`src/include/pcm_port_pkg.sv`:
```
package pcm_port_pkg;
    // **********************************************
    // Framing, word layout and coding
    // **********************************************
    localparam int unsigned WORD_BITS       = 8;
    localparam int unsigned SLOT_B2_START   = 8;
    localparam int unsigned SIGN_POS        = 7;
    localparam int unsigned CHORD_LSB       = 4;
    localparam int unsigned CHORD_BITS      = 3;
    localparam int unsigned STEP_BITS       = 4;
    localparam logic [7:0]  MAG_INVERT_MASK = 8'h7F;
    localparam logic [7:0]  RX_WORD_RST     = 8'hFF;
    localparam real         FRAME_TIME_US   = 125.0;
    localparam real         CLK_SYS_MHZ     = 20.0;
    localparam int unsigned FRAME_CYCLES    = int'(FRAME_TIME_US * CLK_SYS_MHZ);

    typedef enum logic {MODE_IDL, MODE_GCI} frame_mode_t;
    typedef enum logic {SLOT_B1, SLOT_B2} slot_sel_t;

    typedef struct packed {
        logic       sign;
        logic [2:0] chord;
        logic [3:0] step;
    } pcm_word_t;

    typedef struct packed {
        logic clk;
        logic sync;
        logic rx;
    } link_in_t;

    typedef struct packed {
        logic data;
        logic oe;
    } link_out_t;
endpackage

```
`src/core/pcm_serial_port.sv`:
```
// Behaviour
// RULE1: IDL: one tx and rx word, same slot
// RULE2: Partner frames every 125 us, 8 kHz
// RULE3: IDL sync sampled on clock falling edge
// RULE4: IDL rx bit captured on falling edge
// RULE5: IDL tx drives bits from rising edges
// RULE6: IDL tx floats at slot-ending falling edge
// RULE7: GCI: one tx and rx word, same slot
// RULE8: Partner issues GCI frames at 8 kHz
// RULE9: GCI sync sampled on clock falling edge
// RULE10: GCI first bit on rising edge after sync
// RULE11: GCI clock high at sync: drive at once
// RULE12: GCI later bits on rising edges
// RULE13: GCI floats on second falling edge in LSB
// RULE14: GCI rx bits sampled on rising edge
// RULE15: Sign bit set positive, cleared negative
// RULE16: Invert seven magnitude bits, not the sign
// RULE17: Static input picks slot, both directions
// RULE18: Sign, chord, step; sign sent first
`timescale 1ns/10ps
`default_nettype none
module pcm_serial_port (
    input  wire logic                      clk_sys_i,
    input  wire logic                      arst_n_i,
    input  wire pcm_port_pkg::frame_mode_t mode_i,
    input  wire pcm_port_pkg::slot_sel_t   slot_i,
    input  wire pcm_port_pkg::link_in_t    link_i,
    input  wire pcm_port_pkg::pcm_word_t   tx_word_i,
    output logic                           tx_take_o,
    output pcm_port_pkg::pcm_word_t        rx_word_o,
    output logic                           rx_valid_o,
    output pcm_port_pkg::link_out_t        link_o
);
    import pcm_port_pkg::*;

    // **********************************************
    // Input synchronisers and edge detection
    // **********************************************
    link_in_t    meta_r;
    link_in_t    sync_r;
    link_in_t    prev_r;
    logic        rise_clk;
    logic        fall_clk;
    logic        rise_fs;
    logic        gci_md;
    logic [4:0]  bit_cnt_r;
    logic        active_r;
    logic        armed_r;
    logic        half_r;
    logic [7:0]  tx_sh_r;
    logic [7:0]  rx_sh_r;
    logic [4:0]  slot_base;

    always_ff @(posedge clk_sys_i or negedge arst_n_i) begin
        if (!arst_n_i) begin
            meta_r <= '0;
            sync_r <= '0;
            prev_r <= '0;
        end else begin
            meta_r <= link_i;
            sync_r <= meta_r;
            prev_r <= sync_r;
        end
    end

    assign rise_clk  = sync_r.clk & ~prev_r.clk;
    assign fall_clk  = ~sync_r.clk & prev_r.clk;
    assign rise_fs   = sync_r.sync & ~prev_r.sync;
    assign gci_md    = (mode_i == MODE_GCI);
    // Both directions share one slot base
    assign slot_base = (slot_i == SLOT_B2) ? 5'(SLOT_B2_START) : 5'h00; // [RULE17]

    // **********************************************
    // Frame start and bit position
    // **********************************************
    // Frame start found when sync is high at a falling edge; IDL bits end
    // at each falling edge, GCI bits span two clock periods
    always_ff @(posedge clk_sys_i or negedge arst_n_i) begin
        if (!arst_n_i) begin
            bit_cnt_r <= 5'h1F;
            active_r  <= 1'b0;
            half_r    <= 1'b0;
        end else if (fall_clk && sync_r.sync) begin
            bit_cnt_r <= 5'h00; // [RULE3] [RULE9]
            active_r  <= 1'b1;
            half_r    <= gci_md;
        end else if (fall_clk && active_r) begin
            if (gci_md && !half_r) begin
                half_r <= 1'b1;
            end else if (bit_cnt_r == 5'h1F) begin
                active_r <= 1'b0;
            end else begin
                bit_cnt_r <= bit_cnt_r + 5'h01;
                half_r    <= 1'b0;
            end
        end
    end

    // GCI: sync rising arms output; first bit driven at the next clock rise
    always_ff @(posedge clk_sys_i or negedge arst_n_i) begin
        if (!arst_n_i) begin
            armed_r <= 1'b0;
        end else if (rise_fs && gci_md) begin
            armed_r <= 1'b1;
        end else if (!sync_r.sync && fall_clk) begin
            armed_r <= 1'b0;
        end
    end

    // **********************************************
    // Transmit path
    // **********************************************
    logic [4:0] rel;
    logic       in_slot;
    assign rel     = bit_cnt_r - slot_base;
    assign in_slot = active_r && (bit_cnt_r >= slot_base)
                     && (rel < 5'(WORD_BITS)); // [RULE1] [RULE7]

    always_ff @(posedge clk_sys_i or negedge arst_n_i) begin
        if (!arst_n_i) begin
            link_o     <= '0;
            tx_sh_r    <= '0;
            tx_take_o  <= 1'b0;
        end else begin
            tx_take_o <= 1'b0;
            if (!gci_md) begin
                // IDL: bit n launched at rising edge inside bit period n
                if (rise_clk && in_slot) begin
                    if (rel == 5'h00) begin
                        // Load inverted magnitude, sign first on the line
                        tx_sh_r   <= {tx_word_i} ^ MAG_INVERT_MASK; // [RULE16] [RULE18]
                        link_o.data <= tx_word_i.sign; // [RULE15]
                        tx_take_o <= 1'b1;
                    end else begin
                        link_o.data <= tx_sh_r[SIGN_POS - rel[2:0]];
                    end
                    link_o.oe <= 1'b1; // [RULE5]
                end else if (fall_clk && link_o.oe && !sync_r.sync
                             && (bit_cnt_r == slot_base + 5'(WORD_BITS - 1))) begin
                    link_o.oe <= 1'b0; // [RULE6]
                end
            end else begin
                // GCI B1 first bit: from sync rise when clock is high
                if (rise_fs && slot_i == SLOT_B1 && sync_r.clk) begin
                    tx_sh_r     <= {tx_word_i} ^ MAG_INVERT_MASK; // [RULE11] [RULE16]
                    link_o.data <= tx_word_i.sign;
                    link_o.oe   <= 1'b1;
                    tx_take_o   <= 1'b1;
                end else if (rise_clk && armed_r && slot_i == SLOT_B1 && !link_o.oe) begin
                    tx_sh_r     <= {tx_word_i} ^ MAG_INVERT_MASK; // [RULE10] [RULE18]
                    link_o.data <= tx_word_i.sign;
                    link_o.oe   <= 1'b1;
                    tx_take_o   <= 1'b1;
                end else if (rise_clk && in_slot && !half_r) begin
                    // First rise of a bit period; B1 bit 0 already left at sync rise or the first clock rise after it
                    if (slot_i == SLOT_B2 && rel == 5'h00 && !link_o.oe) begin
                        tx_sh_r     <= {tx_word_i} ^ MAG_INVERT_MASK; // [RULE10]
                        link_o.data <= tx_word_i.sign;
                        link_o.oe   <= 1'b1;
                        tx_take_o   <= 1'b1;
                    end else if (rel != 5'h00) begin
                        link_o.data <= tx_sh_r[SIGN_POS - rel[2:0]]; // [RULE12]
                    end
                end
                // LSB period: float at its second falling edge
                if (fall_clk && link_o.oe && in_slot && half_r
                    && (rel == 5'(WORD_BITS - 1))) begin
                    link_o.oe <= 1'b0; // [RULE13]
                end
            end
        end
    end

    // **********************************************
    // Receive path
    // **********************************************
    // Sample edge differs by mode: IDL falling, GCI rising
    logic smp;
    assign smp = gci_md ? rise_clk : fall_clk;

    always_ff @(posedge clk_sys_i or negedge arst_n_i) begin
        if (!arst_n_i) begin
            rx_sh_r    <= '0;
            rx_word_o  <= RX_WORD_RST;
            rx_valid_o <= 1'b0;
        end else begin
            rx_valid_o <= 1'b0;
            // GCI takes one rise per bit, the one after its first fall
            if (smp && in_slot && (!gci_md || half_r)
                && !(fall_clk && sync_r.sync)) begin // [RULE4] [RULE14]
                rx_sh_r <= {rx_sh_r[6:0], sync_r.rx};
                if (rel == 5'(WORD_BITS - 1)) begin
                    rx_word_o  <= {rx_sh_r[6:0], sync_r.rx} ^ MAG_INVERT_MASK; // [RULE16]
                    rx_valid_o <= 1'b1;
                end
            end
        end
    end

    // **********************************************
    // Checks
    // **********************************************
    idl_float_a: assert property (@(posedge clk_sys_i) disable iff (!arst_n_i)
        $fell(link_o.oe) && !gci_md |-> $past(fall_clk)) // [RULE6]
        else $error("IDL output floated off a falling edge");
    idl_drive_a: assert property (@(posedge clk_sys_i) disable iff (!arst_n_i)
        $rose(link_o.oe) && !gci_md |-> $past(rise_clk)) // [RULE5]
        else $error("IDL output driven off a rising edge");
    gci_float_a: assert property (@(posedge clk_sys_i) disable iff (!arst_n_i)
        $fell(link_o.oe) && gci_md |-> $past(fall_clk)) // [RULE13]
        else $error("GCI output floated off a falling edge");
    gci_lsb_a: assert property (@(posedge clk_sys_i) disable iff (!arst_n_i)
        $fell(link_o.oe) && gci_md |-> $past(half_r && rel == 5'(WORD_BITS - 1))) // [RULE13]
        else $error("GCI output floated outside second LSB fall");
    gci_drive_a: assert property (@(posedge clk_sys_i) disable iff (!arst_n_i)
        $rose(link_o.oe) && gci_md |-> $past(rise_clk || rise_fs)) // [RULE10] [RULE11]
        else $error("GCI output driven off an edge");
    frame_start_a: assert property (@(posedge clk_sys_i) disable iff (!arst_n_i)
        fall_clk && sync_r.sync |=> bit_cnt_r == 5'h00 && active_r) // [RULE3] [RULE9]
        else $error("Frame start missed");
    sign_first_a: assert property (@(posedge clk_sys_i) disable iff (!arst_n_i)
        tx_take_o |-> link_o.data == $past(tx_word_i.sign)) // [RULE15] [RULE18]
        else $error("Sign bit not sent first");
    rx_invert_a: assert property (@(posedge clk_sys_i) disable iff (!arst_n_i)
        rx_valid_o |-> rx_word_o[SIGN_POS] == $past(rx_sh_r[6])) // [RULE16]
        else $error("Received sign bit altered");
    rx_edge_a: assert property (@(posedge clk_sys_i) disable iff (!arst_n_i)
        rx_valid_o |-> $past(gci_md ? rise_clk : fall_clk)) // [RULE4] [RULE14]
        else $error("Receive bit taken on wrong edge");
    one_word_a: assert property (@(posedge clk_sys_i) disable iff (!arst_n_i)
        rx_valid_o |=> !rx_valid_o) // [RULE1] [RULE7]
        else $error("Receive word repeated");
    cv_idl_c: cover property (@(posedge clk_sys_i) rx_valid_o && !gci_md);
    cv_gci_c: cover property (@(posedge clk_sys_i) rx_valid_o && gci_md);
    cv_b2_c:  cover property (@(posedge clk_sys_i) tx_take_o && slot_i == SLOT_B2);
    cv_early_c: cover property (@(posedge clk_sys_i) rise_fs && gci_md && sync_r.clk);
endmodule
`default_nettype wire

```
`config.mk`:
```
export PLATFORM = sky130hd
export DESIGN_NAME = pcm_serial_port
export DESIGN_NICKNAME = d
export VERILOG_FILES = /design/src/include/pcm_port_pkg.sv /design/src/core/pcm_serial_port.sv
export SDC_FILE = /design/constraint.sdc
export NUM_CORES = 1
export LEC_CHECK = 0
export BUFFER_PORTS_ARGS = -buffer_cell sky130_fd_sc_hd__buf_4
export CORE_MARGIN = 4
export CORE_UTILIZATION = 50
export CTS_BUF_LIST = sky130_fd_sc_hd__clkbuf_8
export CTS_CLUSTER_SIZE = 20
export DETAILED_ROUTE_END_ITERATION = 8
export PLACE_DENSITY = 0.81
export SLEW_MARGIN = 25
export SYNTH_ARGS = -nofsm -noshare
export SYNTH_HDL_FRONTEND = slang
export SYNTH_SLANG_ARGS = --single-unit
```
`constraint.sdc`:
```
create_clock -name clk_sys_i -period 2.9 [get_ports clk_sys_i]
set_input_delay 0.29 -clock clk_sys_i [delete_from_list [all_inputs] [get_ports clk_sys_i]]
set_output_delay 0.29 -clock clk_sys_i [all_outputs]
set_load 0.1 [all_outputs]
```
==> results of run 1 <==
==> worst register-to-register path, cell delays in order, from the launching register on <==
cell      delay (ns)
dfstp_2         0.55
inv_1           0.06
ha_1            0.19
ha_1            0.30
nand4b_1        0.22
a211o_1         0.59
a32o_1          0.39
nor3_1          0.18
==> power by group <==
part | internal, mW | switching, mW | total, mW
sequential | 0.672 | 0.0735 | 0.746
combinational | 0.157 | 0.237 | 0.395
clock | 0.259 | 0.218 | 0.477
==> cell families (layout without fill, tap and decap cells) <==
logic type,Yosys count,after routing,synth area share
simple gates,62,62,0.141
compound gates,50,50,0.187
flops,43,43,0.468
buf+inv,41,72,0.0691
mux,20,20,0.101
fa+ha+maj,5,5,0.0268
xor+xnor,2,2,0.00750
==> path summary, 6_finish.rpt <==
check,cells past startpoint,to,startpoint,slack [ns]
max,7,tx_sh_r[7],bit_cnt_r[3],0.34
min,1,meta_r[1],link_i[1],0.09
max reg2reg,7,tx_sh_r[7],bit_cnt_r[3],0.34
min reg2reg,0,sync_r[1],meta_r[1],0.35
max in group asynchronous,2,bit_cnt_r[0],arst_n_i,2.02
min in group asynchronous,2,rx_valid_o,arst_n_i,0.50
==> flip-flops by register name, summed over array words and instances, names as in the netlist, 2 cells and up <==
signal / flops
bit_cnt_r: 5
link_o: 2
meta_r: 3
prev_r: 2
rx_sh_r: 7
rx_word_o: 8
sync_r: 3
tx_sh_r: 8
==> cell type report <==
type,instances,area share
sequential,43,0.402
timing repair buffer,32,0.0894
tap,52,0.0240
inverter,32,0.0442
clock inverter,3,0.0170
multi-input combinational,139,0.398
clock buffer,5,0.0253
==> cells in the mapped netlist (2+ instances only) <==
cell	count	area (sq um)
nand3_1	3	15.0
mux4_2	2	45.0
o21ai_0	3	15.0
o22ai_1	2	12.5
inv_1	32	120
nor3b_1	2	15.0
nor3_1	9	45.0
dfrtp_1	30	751
clkbuf_1	8	30.0
a32o_1	16	160
o32ai_1	9	78.8
ha_1	5	62.6
xnor2_1	2	17.5
nor2_1	16	60.1
nand2_1	11	41.3
a21oi_1	5	25.0
nand4b_1	2	17.5
nand2b_1	4	25.0
mux2_2	8	90.1
mux2i_1	9	90.1
dfstp_2	13	342
nor2b_1	7	43.8
==> timing repair <==
action / in CTS / in global routing
gates resized for setup: 0 / 0
hold endpoints to repair: 30 / 0
hold buffers: 1 / 0
==> metal layers <==
| layer | vias up | GRT usage | wire (microns) |
|---|---|---|---|
| met4 | 0 | 0.0761 | 88 |
| met5 | - | 0 | 0 |
| met2 | 50 | 0.266 | 2200 |
| li1 | 872 | - | - |
| met3 | 11 | 0.0402 | 234 |
| met1 | 866 | 0.220 | 2230 |
==> per-stage QoR <==
stage          setup slack, ns  total power, mW  hold WS [ns]  std cells   util
2_1_floorplan            0.619             1.03      -0.00559        223      -
3_3_place_gp             0.500             1.14         0.308        297  0.583
3_5_place_dp             0.424             1.15         0.305        297  0.583
4_1_cts                  0.341             1.63        0.0827        306  0.611
5_1_grt                  0.161             1.69        0.0788        306  0.611
6_report                 0.343             1.62        0.0939        306  0.611
==> reports/metrics.csv, run 1 <==
stage;metric;value;unit
synth;Syn Nets;243;
finish;layout cells sized above 1;0.260;
place;Final GP Congestion;0.795;
place;PortBufs;26;
finish;most frequent cells in the layout;32 x inv_1, 31 x buf_4, 30 x dfrtp_1;
sta;Slew Viols, Final;0;
grt;largest net degree at the start of global routing;44;
detailed_routing;Routed WL;4.75;mm
detailed_routing;post-DR wirelength/cell;15.5;microns
synth;Post-synth top flop;dfrtp_1;
finish;fin area;0.00272;sq mm
detailed_routing;initial DRC count;178;
clocking;Clock transition at path regs;0.08;ns
critical_path;Worst Path Arrival;2.77;ns
clocking;CTS root buffer;clkbuf_8;
critical_path;Critical Path Sink Type;flip-flop;
sta;RSZ-0062 raised after global routing;no;
synth;post-synthesis area per instance;10.5;sq um
floorplan;Die Y;76.3;microns
clocking;Sink Count;43;
synth;Post-Syn Instances;223;
clocking;CTS Buf Count;5;
sta;Relative slew margins;0.484;
critical_path;crit start category;flip-flop;
detailed_routing;First-pass DRT Iterations;4;
job;count of max-cap constraint violations;0;
critical_path;cell mode on critical path;ha_1;
status;outcome;finished, final reports clean;
synth;Post-synth EDFFs;0;
clocking;clk_lat worst skew;0.30;ns
synth;Synth cell types;47;
floorplan;Die ar.;0.00583;sq mm
critical_path;Crit Path Category;reg2reg;
finish;nets;273;
sta;min cycle time layout;2.56;ns
synth;Seq/Total Area, Yosys;0.468;
clocking;setup bufs post-CTS;0;
sta;final hold violations;0;
floorplan;io pins;27;
finish;antenna cells;0;
grt;initial antenna violation count;0;
critical_path;CP Cell Sequence;inv_1 > ha_1 > ha_1 > nand4b_1 > a211o_1 > a32o_1 > nor3_1;
sta;Least-Margin Pin Slew;0.773;ns
floorplan;row cnt;24;
finish;sequential cell area;0.00109;sq mm
clocking;CTS max path bufs;2;
grt;first-pass GRT wire length;8.04;mm
hold_path;HP Class;in2reg;
floorplan;Starting Density;0.525;
synth;Mapped Area;0.00233;sq mm
grt;GRT Util Overall;0.169;
floorplan;Core ar.;0.00444;sq mm
synth;ys async rst share;1.00;
finish;commonest non-fill, non-tap cell in the layout;inv_1;
finish;Area Overhead vs Synth;16.3;%
critical_path;crit path buf inv count;1;
clocking;H-Tree Level Count;2;
sta;Tcrit/Tclk final;0.882;
critical_path;required time of the critical path;3.12;ns
place;Cell Area, Placed;0.00259;sq mm
detailed_routing;vias per inst;5.88;
clocking;TritonCTS clock tree;yes;
floorplan;die span in x;76.3;microns
critical_path;CP top delay family;compound AO/OA/AOI/OAI gates;
critical_path;Crit path largest cell delay;0.59;ns
detailed_routing;DRC;0;
finish;fillcell total;376;
place;dpl hpwl;3.16;mm
detailed_routing;Via Count;1799;
finish;area of the multi-input gates;0.00108;sq mm
critical_path;critical-path maximum fanout;25;
sta;final clock skew;0.00819;ns
sta;Fmax;391;MHz
power;LEAKAGE;1.18;nW
detailed_routing;Antenna Nets Post-Route;0;
sta;Total Negative Setup Slacks;0;ns
critical_path;slowest cell on the critical path;a211o_1;
synth;YS warnings;0;
power;maximum vdd drop;0.000214;V
grt;number of global-route vias before repair;1724;
sta;Final setup viols;0;
power;Pwr per Cell Area;595;mW/mm^2
grt;total gr overflow;0;
synth;Seq cells post-synth;43;
No activity file was read; power rests on OpenSTA's default activity.
==> run 2, diff against run 1 <==
- ABC_AREA: default -> 1
- MAX_ROUTING_LAYER: default -> met4
- PLACE_DENSITY: 0.81 -> 0.82
==> reports/metrics.csv, run 2 <==
stage;metric;value;unit
synth;Post-synth top flop;dfrtp_1;
floorplan;row cnt;23;
hold_path;HP Class;in2reg;
power;Pwr per Cell Area;676;mW/mm^2
clocking;CTS Buf Count;5;
power;part of the power in registers;0.489;
sta;Relative slew margins;0.653;
synth;YS warnings;0;
power;Gate power share;0.262;
synth;ys async rst share;1.00;
synth;Syn Nets;258;
finish;most frequent cells in the layout;71 x nand2_1, 33 x inv_1, 30 x dfrtp_1;
synth;cell taking the most area after synthesis;dfrtp_1;
synth;Synth cell types;28;
place;pre-CTS WS;0.662;ns
synth;Seq cells post-synth;43;
floorplan;io pins;27;
clocking;Sink Count;43;
clocking;H-Tree Level Count;2;
sta;Tcrit/Tclk final;0.778;
detailed_routing;initial DRC count;97;
floorplan;Die Y;72.1;microns
sta;final clock skew;0.00360;ns
detailed_routing;Antenna Nets Post-Route;0;
floorplan;die span in x;72.1;microns
synth;Post-synth EDFFs;0;
power;Clock power frac;0.248;
finish;layout cells sized above 1;0.236;
clocking;CTS root buffer;clkbuf_8;
detailed_routing;vias per inst;5.02;
sta;final hold violations;0;
finish;Area Overhead vs Synth;17.1;%
clocking;Hold-fix buffers, CTS;1;
detailed_routing;post-DR wirelength/cell;11.8;microns
power;P_int;1.06;mW
critical_path;Reg2Reg Depth;11;
sta;RSZ-0062 raised after global routing;no;
clocking;clk_lat worst skew;0.29;ns
synth;Mapped Area;0.00205;sq mm
synth;Post-Syn Instances;238;
clocking;PostCTS Resize Cnt;0;
grt;initial antenna violation count;0;
clocking;CTS max path bufs;2;
power;LEAKAGE;1.25;nW
finish;commonest non-fill, non-tap cell in the layout;nand2_1;
place;Final GP Congestion;0.862;
finish;fillcell total;347;
sta;Final setup viols;0;
finish;antenna cells;0;
finish;largest registers;rx_word_o: 8 flops, tx_sh_r: 8 flops, rx_sh_r: 7 flops;
floorplan;Core ar.;0.00397;sq mm
power;maximum vdd drop;0.000564;V
synth;Post-synth top cells;71 x nand2_1, 32 x inv_1, 30 x dfrtp_1, 23 x nand3_1, 15 x nor2_1;
synth;Seq/Total Area, Yosys;0.532;
sta;Least-Margin Pin Slew;0.521;ns
clocking;setup bufs post-CTS;0;
critical_path;CP Cell Sequence;inv_1 > ha_1 > ha_1 > nand2_1 > nor3_1 > nor2_1 > inv_1 > nand2_1 > inv_1 > nand3_2 > o21ai_1;
critical_path;Critical Path Sink Type;flip-flop;
status;outcome;finished, final reports clean;
clocking;TritonCTS clock tree;yes;
sta;Slew Viols, Final;0;
critical_path;Crit Path Category;reg2reg;
synth;Synth area leaders;dfrtp_1 37%, dfstp_2 17%, nand2_1 13%;
critical_path;slowest cell on the critical path;dfstp_2;
sta;Fmax;443;MHz
detailed_routing;First-pass DRT Iterations;4;
job;count of max-cap constraint violations;0;
critical_path;required time of the critical path;3.11;ns
critical_path;cell mode on critical path;inv_1;
hold_path;hold depth;1;
place;PortBufs;26;
grt;largest net degree at the start of global routing;44;
grt;total gr overflow;0;
power;Sw Share;0.347;
grt;first-pass GRT wire length;6.85;mm
critical_path;reg-to-reg setup timing slack;0.64;ns
grt;number of global-route vias before repair;1595;
synth;top cell type's share of synthesized area;0.366;
critical_path;Worst Path Arrival;2.46;ns
detailed_routing;DRC;0;
grt;GRT Util Overall;0.174;
floorplan;Die ar.;0.00519;sq mm
synth;post-synthesis area per instance;8.62;sq um
place;dpl hpwl;2.84;mm
sta;Total Negative Setup Slacks;0;ns
power;Psw;0.564;mW
sta;Final Worst Setup Slack;0.645;ns
critical_path;crit start category;flip-flop;
floorplan;Starting Density;0.517;
sta;min cycle time layout;2.26;ns
critical_path;critical-path maximum fanout;16;
detailed_routing;Via Count;1612;
detailed_routing;Routed WL;3.77;mm
sta;Fin Hold WS;0.0984;ns
clocking;Clock transition at path regs;0.07;ns
critical_path;Crit path largest cell delay;0.52;ns
synth;count leader, synth;nand2_1;
finish;nets;290;
==> run 2: cell count changes after synthesis, sizes merged, moves of 9 or more <==
cell / delta
nand2: +61
mux2i: -9
o21ai: +19
nand3: +22
mux2: -9
a32o: -16
==> run 2: cells by family after synthesis <==
family | Yosys count | synth area share
buf+inv | 37 | 0.0720
compound gates | 30 | 0.0970
fa+ha+maj | 5 | 0.0305
simple gates | 123 | 0.268
flops | 43 | 0.532
==> run 2: final cells by class <==
cell class,instances,area (sq um),share of cell area
clock inverter,1,3.75,0.00156
clock buffer,7,96.3,0.0401
inverter,35,131,0.0547
sequential,43,1090,0.454
tap,50,62.6,0.0260
timing repair buffer,27,205,0.0854
multi-input combinational,158,812,0.338
==> run 2: power by group through the flow <==
stage / registers (mW) / logic [mW] / clock network [mW]
finish: 0.795 / 0.426 / 0.403
global route: 0.809 / 0.490 / 0.449
CTS: 0.794 / 0.431 / 0.416
detailed placement: 0.804 / 0.428 / 0
global placement: 0.801 / 0.411 / 0
floorplan: 0.880 / 0.235 / 0
==> run 2: routing by layer <==
metal / share of wire / up-vias / global-route usage
met2: 0.49 / 32 / 0.295
met3: 0.051 / 8 / 0.0540
met1: 0.43 / 744 / 0.193
met5: 0 / - / -
met4: 0.020 / 0 / 0.0585
li1: - / 828 / -
==> run 2: metrics by stage <==
| step | util | power, mW | cell area [sq um] | std cells |
|---|---|---|---|---|
| floorplan | - | 1.12 | 2050 | 238 |
| global placement | 0.578 | 1.21 | 2290 | 312 |
| detailed placement | 0.578 | 1.23 | 2290 | 312 |
| CTS | 0.605 | 1.64 | 2400 | 321 |
| global route | 0.605 | 1.75 | 2400 | 321 |
| finish | 0.605 | 1.62 | 2400 | 321 |
==> run 2: final timing paths <==
| path | from | endpoint |
|---|---|---|
| setup reg to reg | bit_cnt_r[3] | tx_sh_r[0] |
| hold reg to reg | meta_r[2] | sync_r[2] |
| hold / removal | link_i[0] | meta_r[0] |
| max in group asynchronous | arst_n_i | bit_cnt_r[1] |
| min in group asynchronous | arst_n_i | rx_sh_r[5] |
| setup / recovery | bit_cnt_r[3] | tx_sh_r[0] |
==> run 2: critical path, delay by kind of cell, from the launching register on <==
family | cells | cell delay [ns]
flip-flops | 1 | 0.52
AO/OA/AOI/OAI | 1 | 0.26
AND/OR/NAND/NOR | 5 | 0.73
adder cells (fa/ha/maj) | 2 | 0.45
buffers and inverters | 3 | 0.20
